`src/hw/tpsc_regs.vh`:
```
// Register map, field layout, reset values and timing constants
`ifndef TPSC_REGS_VH
`define TPSC_REGS_VH

// Byte offsets on the register bus
`define TPSC_A_CTRL 8'h00
`define TPSC_A_STATUS 8'h04
`define TPSC_A_TOD 8'h08
`define TPSC_A_TODON 8'h0C
`define TPSC_A_TODOFF 8'h10
`define TPSC_A_FIX0 8'h14
`define TPSC_A_FIX1 8'h18
`define TPSC_A_CLR 8'h1C
`define TPSC_A_AGRN 8'h20
`define TPSC_A_BGRN 8'h24
`define TPSC_A_GAP 8'h28
`define TPSC_A_PEDA 8'h2C

// Field positions
`define TPSC_F_MODE 1:0
`define TPSC_F_TOD 16:0
`define TPSC_F_LO 15:0
`define TPSC_F_HI 31:16

// Operating modes
`define TPSC_MODE_FIXED 2'h0
`define TPSC_MODE_SEMI 2'h1
`define TPSC_MODE_FULL 2'h2

// Reset values, times in 100 ms units, time of day in seconds
`define TPSC_RST_MODE 2'h1
`define TPSC_RST_TODON 17'h06270
`define TPSC_RST_TODOFF 17'h10B30
`define TPSC_RST_FIX 32'h00C8_012C
`define TPSC_RST_CLR 32'h0014_001E
`define TPSC_RST_AGRN 32'h0258_00C8
`define TPSC_RST_BGRN 32'h012C_0046
`define TPSC_RST_GAP 32'h0096_001E
`define TPSC_RST_PEDA 32'h0000_0096

// Time base
`define TPSC_TICK_MS 32'h0000_0064
`define TPSC_CLK_KHZ 32'h0003_D090
`define TPSC_TICKS_PER_S 4'h9
`define TPSC_DAY_LAST 17'h1517F
`define TPSC_SAT 16'hFFFF

`endif

```
`src/hw/tpsc_ctrl.v`:
```
// Two-phase actuated signal sequencer with AHB-Lite register slave
`timescale 1ns/10ps
`default_nettype none
`include "tpsc_regs.vh"

// Contract
// - Cycle six intervals: AG, AY, all red, BG, BY, all red, repeat.
// - Interval one, highway green, is rest; stay while no cross demand.
// - Fixed-time mode times every interval from presets, ignoring demand.
// - Fixed-time mode picks one of two timing sets by time of day.
// - Fixed-time mode runs pedestrian walks automatically with vehicle greens.
// - Semi-actuated mode answers demand only from the cross street.
// - Semi-actuated highway keeps green for guaranteed time and while no call.
// - Cross vehicle call moves through yellow and all red to cross green.
// - Cross green lasts at least the configured minimum.
// - Without further detection, advance through cross yellow, all red, rest.
// - Each rest re-entry holds guaranteed green before acting on calls.
// - No call at guaranteed green expiry keeps the highway green.
// - Detections after minimum extend cross green, never past maximum.
// - Extension ends on gap expiry or maximum green reached.
// - At maximum, stop cross traffic, return to rest, restart guaranteed green.
// - Semi mode: fixed highway green, cross green between minimum and maximum.
// - Walk across secondary street may show during highway green rest.
// - Push-button raises a call served like a cross vehicle call.
// - Pedestrian service uses its own, normally longer, programmed times.
// - Fully-actuated rests in highway green until other phase demand.
// - Fully-actuated gives each phase its own minimum and maximum green.
// - Fully-actuated returns to rest after cross demands are served.
// - Fully-actuated highway walks run only on push-button and start with highway green.
// - Same colour sequence for vehicle and pedestrian changes.
module tpsc_ctrl #(
   parameter [31:0] TICK_CYC = `TPSC_TICK_MS * `TPSC_CLK_KHZ
) (
   // Clock and reset
   input wire core_clk,
   input wire srst,
   // AHB-Lite slave
   input wire hsel,
   input wire [31:0] haddr,
   input wire [1:0] htrans,
   input wire hwrite,
   input wire [2:0] hsize,
   input wire [31:0] hwdata,
   input wire hready,
   output wire hreadyout,
   output wire hresp,
   output reg [31:0] hrdata,
   // Detectors and push-buttons
   input wire det_a,
   input wire det_b,
   input wire ped_btn_a,
   input wire ped_btn_b,
   // Lamp drivers
   output reg lamp_a_grn,
   output reg lamp_a_yel,
   output reg lamp_a_red,
   output reg lamp_b_grn,
   output reg lamp_b_yel,
   output reg lamp_b_red,
   output reg walk_a,
   output reg walk_b
);

   localparam ST_AG = 3'h0;
   localparam ST_AY = 3'h1;
   localparam ST_AR = 3'h2;
   localparam ST_BG = 3'h3;
   localparam ST_BY = 3'h4;
   localparam ST_BR = 3'h5;

   // Selects the low or high half of a timing word
   function [15:0] fld;
      input [31:0] w;
      input hi;
      begin
         fld = hi ? w[`TPSC_F_HI] : w[`TPSC_F_LO];
      end
   endfunction

   reg [1:0] mode;
   reg [16:0] tod;
   reg [16:0] tod_on;
   reg [16:0] tod_off;
   reg [31:0] fix0;
   reg [31:0] fix1;
   reg [31:0] clr_t;
   reg [31:0] agrn;
   reg [31:0] bgrn;
   reg [31:0] gap_t;
   reg [31:0] peda_t;
   reg dp_act;
   reg dp_wr;
   reg [7:0] dp_addr;
   reg rd_done;
   reg [31:0] rd_mux;
   reg [31:0] div_cnt;
   reg [3:0] sec_cnt;
   reg [2:0] state;
   reg [2:0] next_state;
   reg [15:0] tmr;
   reg [15:0] gtmr;
   reg call_bv;
   reg call_bp;
   reg call_ap;
   reg served_a;
   reg served_b;

   wire wr;
   wire tick;
   wire sec;
   wire fixed;
   wire semi;
   wire full;
   wire set1;
   wire [31:0] fix_act;
   wire b_call;
   wire gap_done;
   wire a_ped_ok;
   wire b_ped_ok;
   wire enter_ag;
   wire enter_bg;
   wire leave_ag;
   wire leave_bg;
   wire det_cur;

   // Bus slave: writes take no wait state, reads take one
   assign wr = dp_act & dp_wr;
   assign hreadyout = ~(dp_act & ~dp_wr & ~rd_done);
   assign hresp = 1'b0;

   always @(posedge core_clk) begin
      if (srst) begin
         dp_act <= 1'b0;
         dp_wr <= 1'b0;
         dp_addr <= 8'h00;
      end else if (hready) begin
         dp_act <= hsel & htrans[1];
         dp_wr <= hwrite;
         dp_addr <= haddr[7:0];
      end
   end

   always @(posedge core_clk) begin
      if (srst) begin
         rd_done <= 1'b0;
         hrdata <= 32'h0000_0000;
      end else begin
         rd_done <= dp_act & ~dp_wr & ~rd_done;
         if (dp_act & ~dp_wr & ~rd_done) begin
            hrdata <= rd_mux;
         end
      end
   end

   always @* begin
      case (dp_addr)
         `TPSC_A_CTRL: rd_mux = {30'h0, mode};
         `TPSC_A_STATUS: rd_mux = {23'h0, served_b, served_a, call_ap,
            call_bp, call_bv, set1, state};
         `TPSC_A_TOD: rd_mux = {15'h0, tod};
         `TPSC_A_TODON: rd_mux = {15'h0, tod_on};
         `TPSC_A_TODOFF: rd_mux = {15'h0, tod_off};
         `TPSC_A_FIX0: rd_mux = fix0;
         `TPSC_A_FIX1: rd_mux = fix1;
         `TPSC_A_CLR: rd_mux = clr_t;
         `TPSC_A_AGRN: rd_mux = agrn;
         `TPSC_A_BGRN: rd_mux = bgrn;
         `TPSC_A_GAP: rd_mux = gap_t;
         `TPSC_A_PEDA: rd_mux = peda_t;
         default: rd_mux = 32'h0000_0000;
      endcase
   end

   // Configuration registers
   always @(posedge core_clk) begin
      if (srst) begin
         mode <= `TPSC_RST_MODE;
         tod_on <= `TPSC_RST_TODON;
         tod_off <= `TPSC_RST_TODOFF;
         fix0 <= `TPSC_RST_FIX;
         fix1 <= `TPSC_RST_FIX;
         clr_t <= `TPSC_RST_CLR;
         agrn <= `TPSC_RST_AGRN;
         bgrn <= `TPSC_RST_BGRN;
         gap_t <= `TPSC_RST_GAP;
         peda_t <= `TPSC_RST_PEDA;
      end else if (wr) begin
         case (dp_addr)
            `TPSC_A_CTRL: mode <= hwdata[`TPSC_F_MODE];
            `TPSC_A_TODON: tod_on <= hwdata[`TPSC_F_TOD];
            `TPSC_A_TODOFF: tod_off <= hwdata[`TPSC_F_TOD];
            `TPSC_A_FIX0: fix0 <= hwdata;
            `TPSC_A_FIX1: fix1 <= hwdata;
            `TPSC_A_CLR: clr_t <= hwdata;
            `TPSC_A_AGRN: agrn <= hwdata;
            `TPSC_A_BGRN: bgrn <= hwdata;
            `TPSC_A_GAP: gap_t <= hwdata;
            `TPSC_A_PEDA: peda_t <= hwdata;
            default: mode <= mode;
         endcase
      end
   end

   // Common time base: 100 ms tick and time of day in seconds
   assign tick = (div_cnt == TICK_CYC - 32'h1);
   assign sec = tick & (sec_cnt == `TPSC_TICKS_PER_S);

   always @(posedge core_clk) begin
      if (srst) begin
         div_cnt <= 32'h0;
         sec_cnt <= 4'h0;
      end else begin
         div_cnt <= tick ? 32'h0 : div_cnt + 32'h1;
         if (sec) begin
            sec_cnt <= 4'h0;
         end else if (tick) begin
            sec_cnt <= sec_cnt + 4'h1;
         end
      end
   end

   always @(posedge core_clk) begin
      if (srst) begin
         tod <= 17'h0;
      end else if (wr && dp_addr == `TPSC_A_TOD) begin
         tod <= hwdata[`TPSC_F_TOD];
      end else if (sec) begin
         tod <= (tod == `TPSC_DAY_LAST) ? 17'h0 : tod + 17'h1;
      end
   end

   // Second timing set is active inside the window, which may wrap midnight
   assign set1 = (tod_on <= tod_off) ?
      (tod >= tod_on && tod < tod_off) :
      (tod >= tod_on || tod < tod_off);
   assign fix_act = set1 ? fix1 : fix0;

   assign fixed = (mode == `TPSC_MODE_FIXED);
   assign semi = (mode == `TPSC_MODE_SEMI);
   assign full = ~fixed & ~semi;

   // Only cross-street demand moves the rest interval in semi mode
   assign b_call = ~fixed & (call_bv | call_bp);
   assign det_cur = (state == ST_BG) ? det_b : det_a;
   assign gap_done = (gtmr >= fld(gap_t, 1'b0));
   assign a_ped_ok = ~served_a | (tmr >= fld(peda_t, 1'b0));
   assign b_ped_ok = ~served_b | (tmr >= fld(gap_t, 1'b1));

   // Highway green: fixed time, guaranteed then call, or actuated limits
   assign leave_ag = fixed ? (tmr >= fld(fix_act, 1'b0)) :
      b_call && tmr >= fld(agrn, 1'b0) &&
      (semi || (a_ped_ok && (gap_done ||
      tmr >= fld(agrn, 1'b1))));

   // Cross green: minimum, extended by gaps, cut at maximum
   assign leave_bg = fixed ? (tmr >= fld(fix_act, 1'b1)) :
      tmr >= fld(bgrn, 1'b0) && b_ped_ok &&
      (gap_done || tmr >= fld(bgrn, 1'b1));

   always @* begin
      next_state = state;
      case (state)
         ST_AG: if (leave_ag) next_state = ST_AY;
         ST_AY: if (tmr >= fld(clr_t, 1'b0)) next_state = ST_AR;
         ST_AR: if (tmr >= fld(clr_t, 1'b1)) next_state = ST_BG;
         ST_BG: if (leave_bg) next_state = ST_BY;
         ST_BY: if (tmr >= fld(clr_t, 1'b0)) next_state = ST_BR;
         ST_BR: if (tmr >= fld(clr_t, 1'b1)) next_state = ST_AG;
         default: next_state = ST_AG;
      endcase
   end

   assign enter_ag = (state != ST_AG) && (next_state == ST_AG);
   assign enter_bg = (state != ST_BG) && (next_state == ST_BG);

   // One sequence for all modes and demand types
   always @(posedge core_clk) begin
      if (srst) begin
         state <= ST_AG;
      end else begin
         state <= next_state;
      end
   end

   // Interval timer restarts on every entry, so guaranteed green reruns
   always @(posedge core_clk) begin
      if (srst) begin
         tmr <= 16'h0;
      end else if (next_state != state) begin
         tmr <= 16'h0;
      end else if (tick && tmr != `TPSC_SAT) begin
         tmr <= tmr + 16'h1;
      end
   end

   // Gap timer restarts on each detection of the phase holding green
   always @(posedge core_clk) begin
      if (srst) begin
         gtmr <= 16'h0;
      end else if (next_state != state || det_cur) begin
         gtmr <= 16'h0;
      end else if (tick && gtmr != `TPSC_SAT) begin
         gtmr <= gtmr + 16'h1;
      end
   end

   // Call latches: a new call in the clearing cycle survives
   always @(posedge core_clk) begin
      if (srst) begin
         call_bv <= 1'b0;
         call_bp <= 1'b0;
         call_ap <= 1'b0;
      end else begin
         call_bv <= (call_bv & ~enter_bg) |
            (det_b & ~fixed & state != ST_BG);
         call_bp <= (call_bp & ~enter_bg) | (ped_btn_b & ~fixed);
         call_ap <= (call_ap & ~enter_ag) | (ped_btn_a & full);
      end
   end

   // Pedestrian service taken at the start of the serving green
   always @(posedge core_clk) begin
      if (srst) begin
         served_a <= 1'b0;
         served_b <= 1'b0;
      end else begin
         if (enter_ag) begin
            served_a <= full & (call_ap | ped_btn_a);
         end
         if (enter_bg) begin
            served_b <= fixed | call_bp | (ped_btn_b & ~fixed);
         end
      end
   end

   // Lamp and walk drivers follow the interval one cycle later
   always @(posedge core_clk) begin
      if (srst) begin
         lamp_a_grn <= 1'b1;
         lamp_a_yel <= 1'b0;
         lamp_a_red <= 1'b0;
         lamp_b_grn <= 1'b0;
         lamp_b_yel <= 1'b0;
         lamp_b_red <= 1'b1;
         walk_a <= 1'b0;
         walk_b <= 1'b0;
      end else begin
         lamp_a_grn <= (state == ST_AG);
         lamp_a_yel <= (state == ST_AY);
         lamp_a_red <= (state != ST_AG) && (state != ST_AY);
         lamp_b_grn <= (state == ST_BG);
         lamp_b_yel <= (state == ST_BY);
         lamp_b_red <= (state != ST_BG) && (state != ST_BY);
         walk_a <= (state == ST_AG) &&
            (~full | (served_a & ~a_ped_ok));
         walk_b <= (state == ST_BG) && served_b && ~b_ped_ok;
      end
   end

endmodule // tpsc_ctrl

`default_nettype wire

```
`config.mk`:
```
export PLATFORM = sky130hd
export DESIGN_NAME = tpsc_ctrl
export DESIGN_NICKNAME = d
export VERILOG_FILES = /design/src/hw/tpsc_ctrl.v
export VERILOG_INCLUDE_DIRS = /design/src /design/src/hw
export SDC_FILE = /design/constraint.sdc
export NUM_CORES = 1
export LEC_CHECK = 0
export ABC_AREA = 1
export BUFFER_PORTS_ARGS = -buffer_cell sky130_fd_sc_hd__clkbuf_2
export CAP_MARGIN = 5
export CORE_ASPECT_RATIO = 0.5
export CORE_UTILIZATION = 58
export CTS_CLUSTER_DIAMETER = 80
export DETAILED_ROUTE_END_ITERATION = 6
export MAX_ROUTING_LAYER = met4
export PLACE_DENSITY = 0.76
export SYNTH_ARGS = -nofsm -noshare
export SYNTH_HDL_FRONTEND = slang
export SYNTH_SLANG_ARGS = --single-unit
```
`constraint.sdc`:
```
create_clock -name core_clk -period 4.93 [get_ports core_clk]
set_clock_uncertainty 0.05 [all_clocks]
set_input_delay 0.7395 -clock core_clk [delete_from_list [all_inputs] [get_ports core_clk]]
set_output_delay 0.7395 -clock core_clk [all_outputs]
set_load 0.03 [all_outputs]
```
; Word level (Yosys, flattened, before mapping)
; Cells that the tools add are included.
[totals]
register_bits = 404
out_inout_bits = 42
[classes]
n_bitwise = 38
n_eq_ne = 27
muxes = 16
order_cmp = 14
addsub = 5
reduce_logical = 41
[ops]
columns = operator, count
row1 = case mux 32 bit (12 select lines), 1
row2 = greater-or-equal comparator 16 bit, 11
row3 = 2-to-1 mux 17 bit, 3
row4 = adder 16 x 1 -> 16 bit (second input constant), 2
row5 = adder 32 x 1 -> 32 bit (second input constant), 1
row6 = == test 32 x 25 -> 1 bit (second input constant), 1
row7 = == test 8 x 5 -> 1 bit (second input constant), 4
row8 = == test 8 x 6 -> 1 bit (second input constant), 4
row9 = 2-to-1 mux 32 bit, 1
row10 = inequality test 16 bit (second input constant), 2
row11 = AND reduction 2 bit, 10
row12 = 2-to-1 mux 3 bit, 6
row13 = case mux 3 bit (6 select lines), 1
row14 = adder 17 x 1 -> 17 bit (second input constant), 1
row15 = == test 17 bit (second input constant), 1
row16 = greater-or-equal comparator 17 bit, 1
row17 = less-or-equal comparator 17 bit, 1
row18 = less-than comparator 17 bit, 1
row19 = AND 1 bit, 16
row20 = == test 8 x 4 -> 1 bit (second input constant), 2
row21 = logical AND 1 bit, 16
row22 = NOT 1 bit, 12
row23 = OR 1 bit, 10
row24 = == test 3 x 2 -> 1 bit (second input constant), 3
row25 = other kinds (18), 30

; Longest topological paths before layout
; Gate-level depths: netlist of run 1.
[depth]
word_depth = 13
mapped_depth = 32
ltp_nobuf = 29

; Worst setup path before layout of run 1
; Ideal clock, no wire load.
[synth_timing]
path_kind = reg-to-reg
from = register tod_off[12]
to = register gtmr[10]
path_buffers = 3
required_ps = 4764
setup_time_ps = 116
path_stages_with_launch = 29
t_arrival_ps = 3486
slack_ps = 1278
cell_sequence = dfxtp_1 -> inv_1 -> ha_1 -> nand4_1 -> nor3_1 -> nand3_1 -> o211ai_1 -> nand2_1 -> nand2_1 -> nand2_1 -> nand2_1 -> buf_2 -> clkbuf_1 -> o21ai_0 -> ha_1 -> a21oi_1 -> o21a_1 -> nor2_1 -> o21ai_0 -> nand3_1 -> nand2_1 -> nand3_1 -> nand2_1 -> inv_1 -> nand2_1 -> nand2_1 -> nand3_1 -> buf_2 -> nor2_1
[synth_between]
elab_chain_len = 11
word_cells_on_any_way = 16
[synth_rtl]
columns = item, line
row1 = start: declaration, tpsc_ctrl.v:83  ; reg [16:0] tod_off;
row2 = start signal: assignment, tpsc_ctrl.v:179  ; tod_off <= `TPSC_RST_TODOFF;
row3 = start signal: assignment, tpsc_ctrl.v:191  ; `TPSC_A_TODOFF: tod_off <= hwdata[`TPSC_F_TOD];
row4 = less-than comparator 17 bit, "tpsc_ctrl.v:234, tpsc_ctrl.v:235"
row5 = logical OR 1 bit / logical AND 1 bit (equally long branches), "tpsc_ctrl.v:235, tpsc_ctrl.v:234"
row6 = 2-to-1 mux 1 bit (*), tpsc_ctrl.v:233  ; assign set1 = (tod_on <= tod_off) ?
row7 = 2-to-1 mux 32 bit (*), tpsc_ctrl.v:236  ; assign fix_act = set1 ? fix1 : fix0;
row8 = "greater-or-equal comparator 16 bit, on equally long branches", "tpsc_ctrl.v:256, tpsc_ctrl.v:250"
row9 = "2-to-1 mux 1 bit, on equally long branches", "tpsc_ctrl.v:256, tpsc_ctrl.v:250"
row10 = "2-to-1 mux 3 bit, on equally long branches", "tpsc_ctrl.v:266, tpsc_ctrl.v:263"
row11 = case mux 3 bit (6 select lines) (*), tpsc_ctrl.v:262  ; case (state)
row12 = inequality test 3 bit (*), tpsc_ctrl.v:300  ; end else if (next_state != state || det_cur) begin
row13 = logical OR 1 bit (*), tpsc_ctrl.v:300
row14 = OR reduction 2 bit (no source line) (*), n/a
row15 = end signal: assignment, tpsc_ctrl.v:303  ; gtmr <= gtmr + 16'h1;
row16 = end: declaration, tpsc_ctrl.v:101  ; reg [15:0] gtmr;
; Mark *: on every way between the ends. The rest lies on a longest branch, timed or not.
; A chain may end at the register's enable or synchronous reset.

; Final worst setup path of run 1
[layout_timing]
from = register tod_off[16]
to = register gtmr[3]
; The elaborated chain is that of the path after synthesis.

==> results of run 1 <==
## cells by family after synthesis
| kind of cell | Yosys count |
|---|---|
| xor gates and xnor gates | 35 |
| AOI/OAI and AO/OA | 982 |
| other | 1 |
| muxes | 1 |
| and+or+nand+nor | 874 |
| buffers and inverters | 593 |
| DFF | 404 |
| adders and majority gates | 232 |
## routing by layer
| layer | track usage | vias up | part of all wire |
|---|---|---|---|
| met2 | 0.5479 | 1085 | 0.42 |
| met4 | 0.1427 | 0 | 0.040 |
| met5 | - | - | 0 |
| li1 | - | 10630 | - |
| met3 | 0.06008 | 182 | 0.11 |
| met1 | 0.5088 | 10180 | 0.43 |
## where the power goes
group / internal [uW] / total, uW / switching, uW
Combinational: 68.3 / 279 / 211
Sequential: 3280 / 3290 / 9.77
Clock: 1920 / 3260 / 1340
## area by class of cell
type                            count  area [sq um]  share of cell area
Timing Repair Buffer              125         765.7             0.03061
Inverter                          464          1747             0.06982
Clock buffer                       52          1095             0.04376
Sequential cell                   404          8088              0.3233
Tap cell                          520         650.6             0.02601
Clock inverter                     14         251.5             0.01005
Multi-Input combinational cell   2125         12420              0.4965
## sequential cells by signal (all words and copies together) (netlist names), 2 cells and up
register and cells:
mode 2, peda_t 32, state 3, agrn 32, fix0 32, fix1 32
tod_off 17, tod 17, clr_t 32, hrdata 32, gap_t 32, bgrn 32
sec_cnt 4, tmr 16, gtmr 16, tod_on 17, div_cnt 32, dp_addr 8
## metrics by stage
step	util	cell area, sq um	std cells	total power, uW
finish	0.6588	25020	3704	6828
global route	0.6588	25020	3704	6985
CTS	0.6588	25020	3704	6824
detailed placement	0.6234	23670	3638	3630
global placement	0.6234	23670	3638	3626
floorplan	-	22740	3122	3512
## worst max-delay path, delay by kind of cell, from the launching register on
family,cells,cell delay [ps]
fa+ha+maj,2,650
buf+inv,4,590
compound gates,5,870
flops,1,300
simple gates,15,1820
## worst max path at each step
stage,from,to,cells after the start,slack (ps)
floorplan,tod_off[12],gtmr[10],28,1280
global placement,tod_off[16],gtmr[14],26,830
detailed placement,tod_off[16],gtmr[3],26,710
CTS,tod_off[16],gtmr[3],26,660
global route,tod_off[12],gtmr[1],27,170
finish,tod_off[16],gtmr[3],26,540
## cells in the mapped netlist (39+ instances only)
library cell  instances
a21oi_1             444
dfxtp_1             404
nand3_1              65
o21ai_0             341
clkbuf_1            105
nor3_1               42
inv_1               444
nand2_1             469
nor2_1              194
ha_1                232
o22ai_1              87
nand4_1              39
==> out/metrics.csv, run 1 <==
stage;metric;value;unit
detailed_routing;DRT iter0 DRCs;2281;
setup_path;reg2reg start;tod_off[16];
setup_path;Worst Path Arrival;4820;ps
setup_path;reg2reg path depth;26;
cells_and_area;commonest non-fill, non-tap cell in the layout;nand2_1;
setup_path;Reg-to-Reg End;gtmr[3];
timing;Setup TNS Final;0;ps
grt;GRT overflow;0;
clock_tree;clock latency on the worst-skew pair;550;ps
synthesis;#FFs+latches synth;404;
detailed_routing;drt total wl;73.02;mm
synthesis;Adder-Cell Fraction of Synth Area;0.1276;
floorplan;# IOs;120;
timing;Setup WS post-layout;542.3;ps
grt;first-pass GRT wire length;111.6;mm
setup_path;Critical Path RT;5360;ps
clock_tree;CTS Buf Count;38;
setup_path;Worst Setup Start Kind;flip-flop;
timing;Final Hold Viols;0;
setup_path;cell mode on critical path;nand2_1;
synthesis;share of the synthesized area in the top cell type;0.3557;
floorplan;Die X;282.0;um
synthesis;fraction of the mapped netlist area in simple logic gates;0.1675;
clock_tree;clock root cell;clkbuf_16;
placed_design;IO Port Bufs;90;
grt;number of global-route vias before repair;19840;
grt;pin count of the biggest net entering global routing;146;
synthesis;Syn Inst Count;3122;
synthesis;synth unique cells;59;
setup_path;CP max FO;41;
status;outcome;finished clean;
detailed_routing;Via Count;22080;
detailed_routing;Initial DRT Pass Iterations;5;
clock_tree;Resize count post-CTS;0;
grt;Tot GR Track Use;0.3715;
placed_design;Detailed Place HPWL;52.61;mm
synthesis;top post-synthesis cells by area;dfxtp_1 (36%), ha_1 (13%), a21oi_1 (9.8%);
setup_path;Crit Path Class;reg2reg;
clock_tree;Reg clk slew, reported paths;60;ps
synthesis;Synth Warn #;0;
setup_path;CP Capture Type;flip-flop;
synthesis;Yosys top cell by area;dfxtp_1;
timing;fmax;0.2279;GHz
synthesis;Mean Syn Cell Area;7.284;sq um
synthesis;Synth Net Count;3432;
synthesis;sequential area share after synthesis;0.3557;
timing;final worst-path cycle share;0.8900;
floorplan;die area;40050;sq um
setup_path;CP max stage delay;390;ps
floorplan;starting density of the core;0.5988;
setup_path;FF-to-FF setup slack;540;ps
clock_tree;number of H-tree levels;2;
flow_run;Max-cap violations;0;
clock_tree;CTS Sinks;404;
floorplan;Die Y;142.0;um
synthesis;Post-synth EDFFs;0;
detailed_routing;antenna-violating nets left;0;
synthesis;main combinational cell family by area after synthesis;compound AO/OA/AOI/OAI gates;
timing;RSZ-0062 raised after global routing;no;
clock_tree;Post-CTS Setup Inserts;0;
timing;Slew @ Worst Pin;1218;ps
grt;initial antenna violation count;0;
placed_design;pre-CTS setup slack;708.3;ps
placed_design;GPL Wtd Cong;1.054;
floorplan;Rows;50;
detailed_routing;number of vias per cell;5.962;
worst_hold_path;Hold Crit Depth;3;
timing;Setup violations, final;0;
timing;Max transition margin;0.1871;
setup_path;Slowest cell on crit path;nor3_1;
timing;fin crit period;4388;ps
cells_and_area;share of post-route cells with drive strength above 1;0.07569;
cells_and_area;most frequent cells in the layout;nand2_1 (468), a21oi_1 (444), inv_1 (443), dfxtp_1 (404), o21ai_0 (341);
worst_hold_path;Hold Path End;tod_on[14];
timing;Fin Hold WS;390.1;ps
clock_tree;CTS Hold Bufs;0;
synthesis;mapped cell area;22740;sq um
detailed_routing;Wirelength per Cell;19.71;um
timing;Slew Viols, Final;0;
clock_tree;Clock Path Buffers;3;
floorplan;Core ar.;37970;sq um
cells_and_area;P&R area growth vs syn;10.01;%
power_and_ir_drop;PD cells;272.9;nW/um^2
synthesis;top_reg_cell synth;dfxtp_1;
power_and_ir_drop;maximum VDD drop;0.2442;mV
synthesis;Synth Area in Compound Gates;0.2357;
power_and_ir_drop;Pleak;0.01063;uW
clock_tree;TritonCTS clock tree;yes;
synthesis;async set-reset flop share out of synthesis;0;
worst_hold_path;hold path startpoint;hwdata[14];
worst_hold_path;Hold/Removal Path Class;in2reg;
synthesis;mux cell area share after synthesis;0.0004402;
cells_and_area;nets@finish;3468;
cells_and_area;Inserted Diodes;0;
cells_and_area;# fillers;3375;
detailed_routing;detailed-route DRC error count;0;
synthesis;Synth Area in XOR/XNOR;0.01348;
(Power assumes the default switching activity.)
==> run 2: changes to the inputs <==
Settings changed: ABC_AREA 1 to unset.
==> run 2 against run 1 <==
The flow now finishes with violations (DRC). Fmax decreased by 5.8%. Critical path depth decreased by 6. Synthesized area decreased by 0.51%. Worst hold slack got worse by 11 ps. Power decreased by 3.6%. Die area decreased by 0.51%. Clock power decreased by 8.3%. Cell area decreased by 0.55%. Routed wire length increased by 6.1%. Flip-flop and latch count unchanged. Via count decreased by 1.5%.
==> out/metrics.csv, run 2 <==
stage;metric;value;unit
status;outcome;finished with violations;
status;failing checks;DRC;
clock_tree;Post-CTS Setup Inserts;0;
timing;Max transition margin;0.1506;
cells_and_area;most frequent cells in the layout;nand2_1 (628), dfxtp_1 (404), a21oi_1 (296), ha_1 (232), inv_1 (186);
setup_path;Worst Path Arrival;5080;ps
setup_path;CP Capture Type;flip-flop;
synthesis;Yosys top cell by area;dfxtp_1;
grt;M3 GR Usage;0.09402;
synthesis;#FFs+latches synth;404;
timing;Setup violations, final;0;
setup_path;CP max FO;32;
synthesis;Post-synth EDFFs;0;
clock_tree;clock root cell;clkbuf_16;
clock_tree;TritonCTS clock tree;yes;
cells_and_area;commonest non-fill, non-tap cell in the layout;nand2_1;
detailed_routing;Initial DRT Pass Iterations;7;
clock_tree;number of H-tree levels;2;
floorplan;Rows;50;
synthesis;sequential area share after synthesis;0.3575;
setup_path;Critical Path RT;5350;ps
grt;first-pass GRT wire length;117.6;mm
clock_tree;Reg clk slew, reported paths;70;ps
timing;Fin Hold WS;379.2;ps
detailed_routing;drt total wl;77.44;mm
cells_and_area;post-layout util;0.6563;
timing;Final Hold Viols;0;
setup_path;Crit Path Class;reg2reg;
timing;fmax;0.2146;GHz
grt;gr busiest metal;met2;
synthesis;Mean Syn Cell Area;7.938;sq um
grt;GRT overflow;0;
clock_tree;Clock Path Buffers;3;
floorplan;starting density of the core;0.5968;
clock_tree;clock latency on the worst-skew pair;550;ps
clock_tree;CTS Buf Count;37;
placed_design;IO Port Bufs;90;
grt;pin count of the biggest net entering global routing;136;
synthesis;top_reg_cell synth;dfxtp_1;
timing;Setup TNS Final;0;ps
grt;number of global-route vias before repair;20340;
synthesis;Synth Warn #;0;
synthesis;Syn Inst Count;2850;
grt;met2 Use GR;0.5832;
synthesis;async set-reset flop share out of synthesis;0;
grt;M1 GR Usage;0.5075;
grt;initial antenna violation count;8;
cells_and_area;# fillers;3247;
synthesis;top post-synthesis cells by area;dfxtp_1 (36%), ha_1 (13%), nand2_1 (10%);
timing;Setup WS post-layout;271.0;ps
detailed_routing;DRT iter0 DRCs;2441;
synthesis;Commonest cells post-synth;nand2_1 (632), dfxtp_1 (404), a21oi_1 (298), ha_1 (232), inv_1 (186);
setup_path;Worst Setup Start Kind;flip-flop;
floorplan;Core ar.;37910;sq um
detailed_routing;Via Count;21760;
synthesis;mapped cell area;22620;sq um
synthesis;most frequent cell after synthesis;nand2_1;
synthesis;synth unique cells;78;
placed_design;pre-CTS setup slack;32.69;ps
detailed_routing;Wirelength per Cell;22.66;um
detailed_routing;antenna-violating nets left;0;
clock_tree;CTS Sinks;404;
cells_and_area;nets@finish;3181;
floorplan;Die X;281.3;um
placed_design;GPL Wtd Cong;1.013;
worst_hold_path;Hold/Removal Path Class;in2reg;
timing;Slew Viols, Final;0;
power_and_ir_drop;Pleak;0.01002;uW
detailed_routing;detailed-route DRC error count;2;
floorplan;Die Y;141.7;um
timing;final worst-path cycle share;0.9450;
detailed_routing;number of vias per cell;6.369;
power_and_ir_drop;maximum VDD drop;0.2254;mV
floorplan;die area;39850;sq um
timing;fin crit period;4659;ps
timing;Slew @ Worst Pin;1269;ps
timing;RSZ-0062 raised after global routing;no;
synthesis;share of the synthesized area in the top cell type;0.3575;
floorplan;# IOs;120;
power_and_ir_drop;PD cells;264.5;nW/um^2
flow_run;Max-cap violations;0;
cells_and_area;share of post-route cells with drive strength above 1;0.08685;
cells_and_area;P&R area growth vs syn;9.971;%
grt;Tot GR Track Use;0.3960;
placed_design;Detailed Place HPWL;52.81;mm
synthesis;Synth Net Count;3160;
-- run 2: changes by cell type after synthesis, sizes merged, moves of 61 or more --
| cell | before | now |
|---|---|---|
| inv | 451 | 186 |
| nand2 | 476 | 634 |
| a22oi | 1 | 64 |
| o22ai | 87 | 2 |
| nor2 | 204 | 133 |
| o21ai | 341 | 59 |
| nand3b | 2 | 63 |
| a21oi | 445 | 298 |
-- run 2: per-layer routing --
layer  share of wire  routed length, um
met1            0.41              31470
met2            0.43              32970
met3            0.12               9203
met4           0.049               3791
met5               0                  0
-- run 2: metrics by stage --
stage	cells	power, uW	area (sq um)
floorplan	2850	3535	22620
global placement	3352	3653	23630
detailed placement	3352	3655	23630
CTS	3410	6572	24820
global route	3417	6735	24880
finish	3417	6581	24880
-- run 2: final timing paths --
kind / startpoint / endpoint / slack [ps] / depth (start not counted)
hold / removal: haddr[4] / dp_addr[4] / 380 / 3
setup / recovery: tod_on[1] / gtmr[5] / 270 / 20
setup reg to reg: tod_on[1] / gtmr[5] / 270 / 20
hold reg to reg: peda_t[28] / peda_t[28] / 410 / 2
-- run 2: critical path, stage by stage, from the launching register on --
cell	delay, ps
dfxtp_1	330
inv_1	40
ha_1	280
nor2b_1	130
o211ai_1	160
a311oi_1	140
a2111oi_1	280
o21ai_1	110
a211o_1	320
maj3_4	440
buf_4	230
mux2i_1	190
ha_1	270
a21o_1	180
a21o_1	160
a21oi_1	210
a31o_2	230
o311a_1	210
nand3_1	130
buf_12	210
nor4b_2	250
-- run 2: cell families after synthesis --
| family | synth area share |
|---|---|
| adder cells (fa/ha/maj) | 0.1287 |
| AND/OR/NAND/NOR | 0.2234 |
| AO/OA/AOI/OAI | 0.1855 |
| buffers and inverters | 0.06194 |
| flip-flops | 0.3575 |
| multiplexers | 0.02102 |
| XOR/XNOR | 0.02168 |
| other | 0.0001658 |
-- run 2: area by class of cell --
| cell class | count | area [sq um] | area share |
|---|---|---|---|
| Antenna cell | 7 | 17.52 | 0.0007040 |
| Clock inverter | 10 | 131.4 | 0.005280 |
| Sequential cell | 404 | 8088 | 0.3251 |
| Clock buffer | 48 | 1060 | 0.04260 |
| Multi-Input combinational cell | 2086 | 13230 | 0.5317 |
| Tap cell | 520 | 650.6 | 0.02615 |
| Timing Repair Buffer | 155 | 1002 | 0.04028 |
| Inverter | 187 | 701.9 | 0.02821 |
-- run 2: timing repair --
| item | CTS | global route |
|---|---|---|
| hold buffers | 0 | 0 |
| endpoints found under the setup margin | 0 | 33 |
| gates resized for setup | 0 | 12 |
-- run 2: power by group --
group	switching (uW)	internal, uW
Sequential	18.5	3280
Clock	1320	1670
Combinational	215	76.1
Total	1560	5030
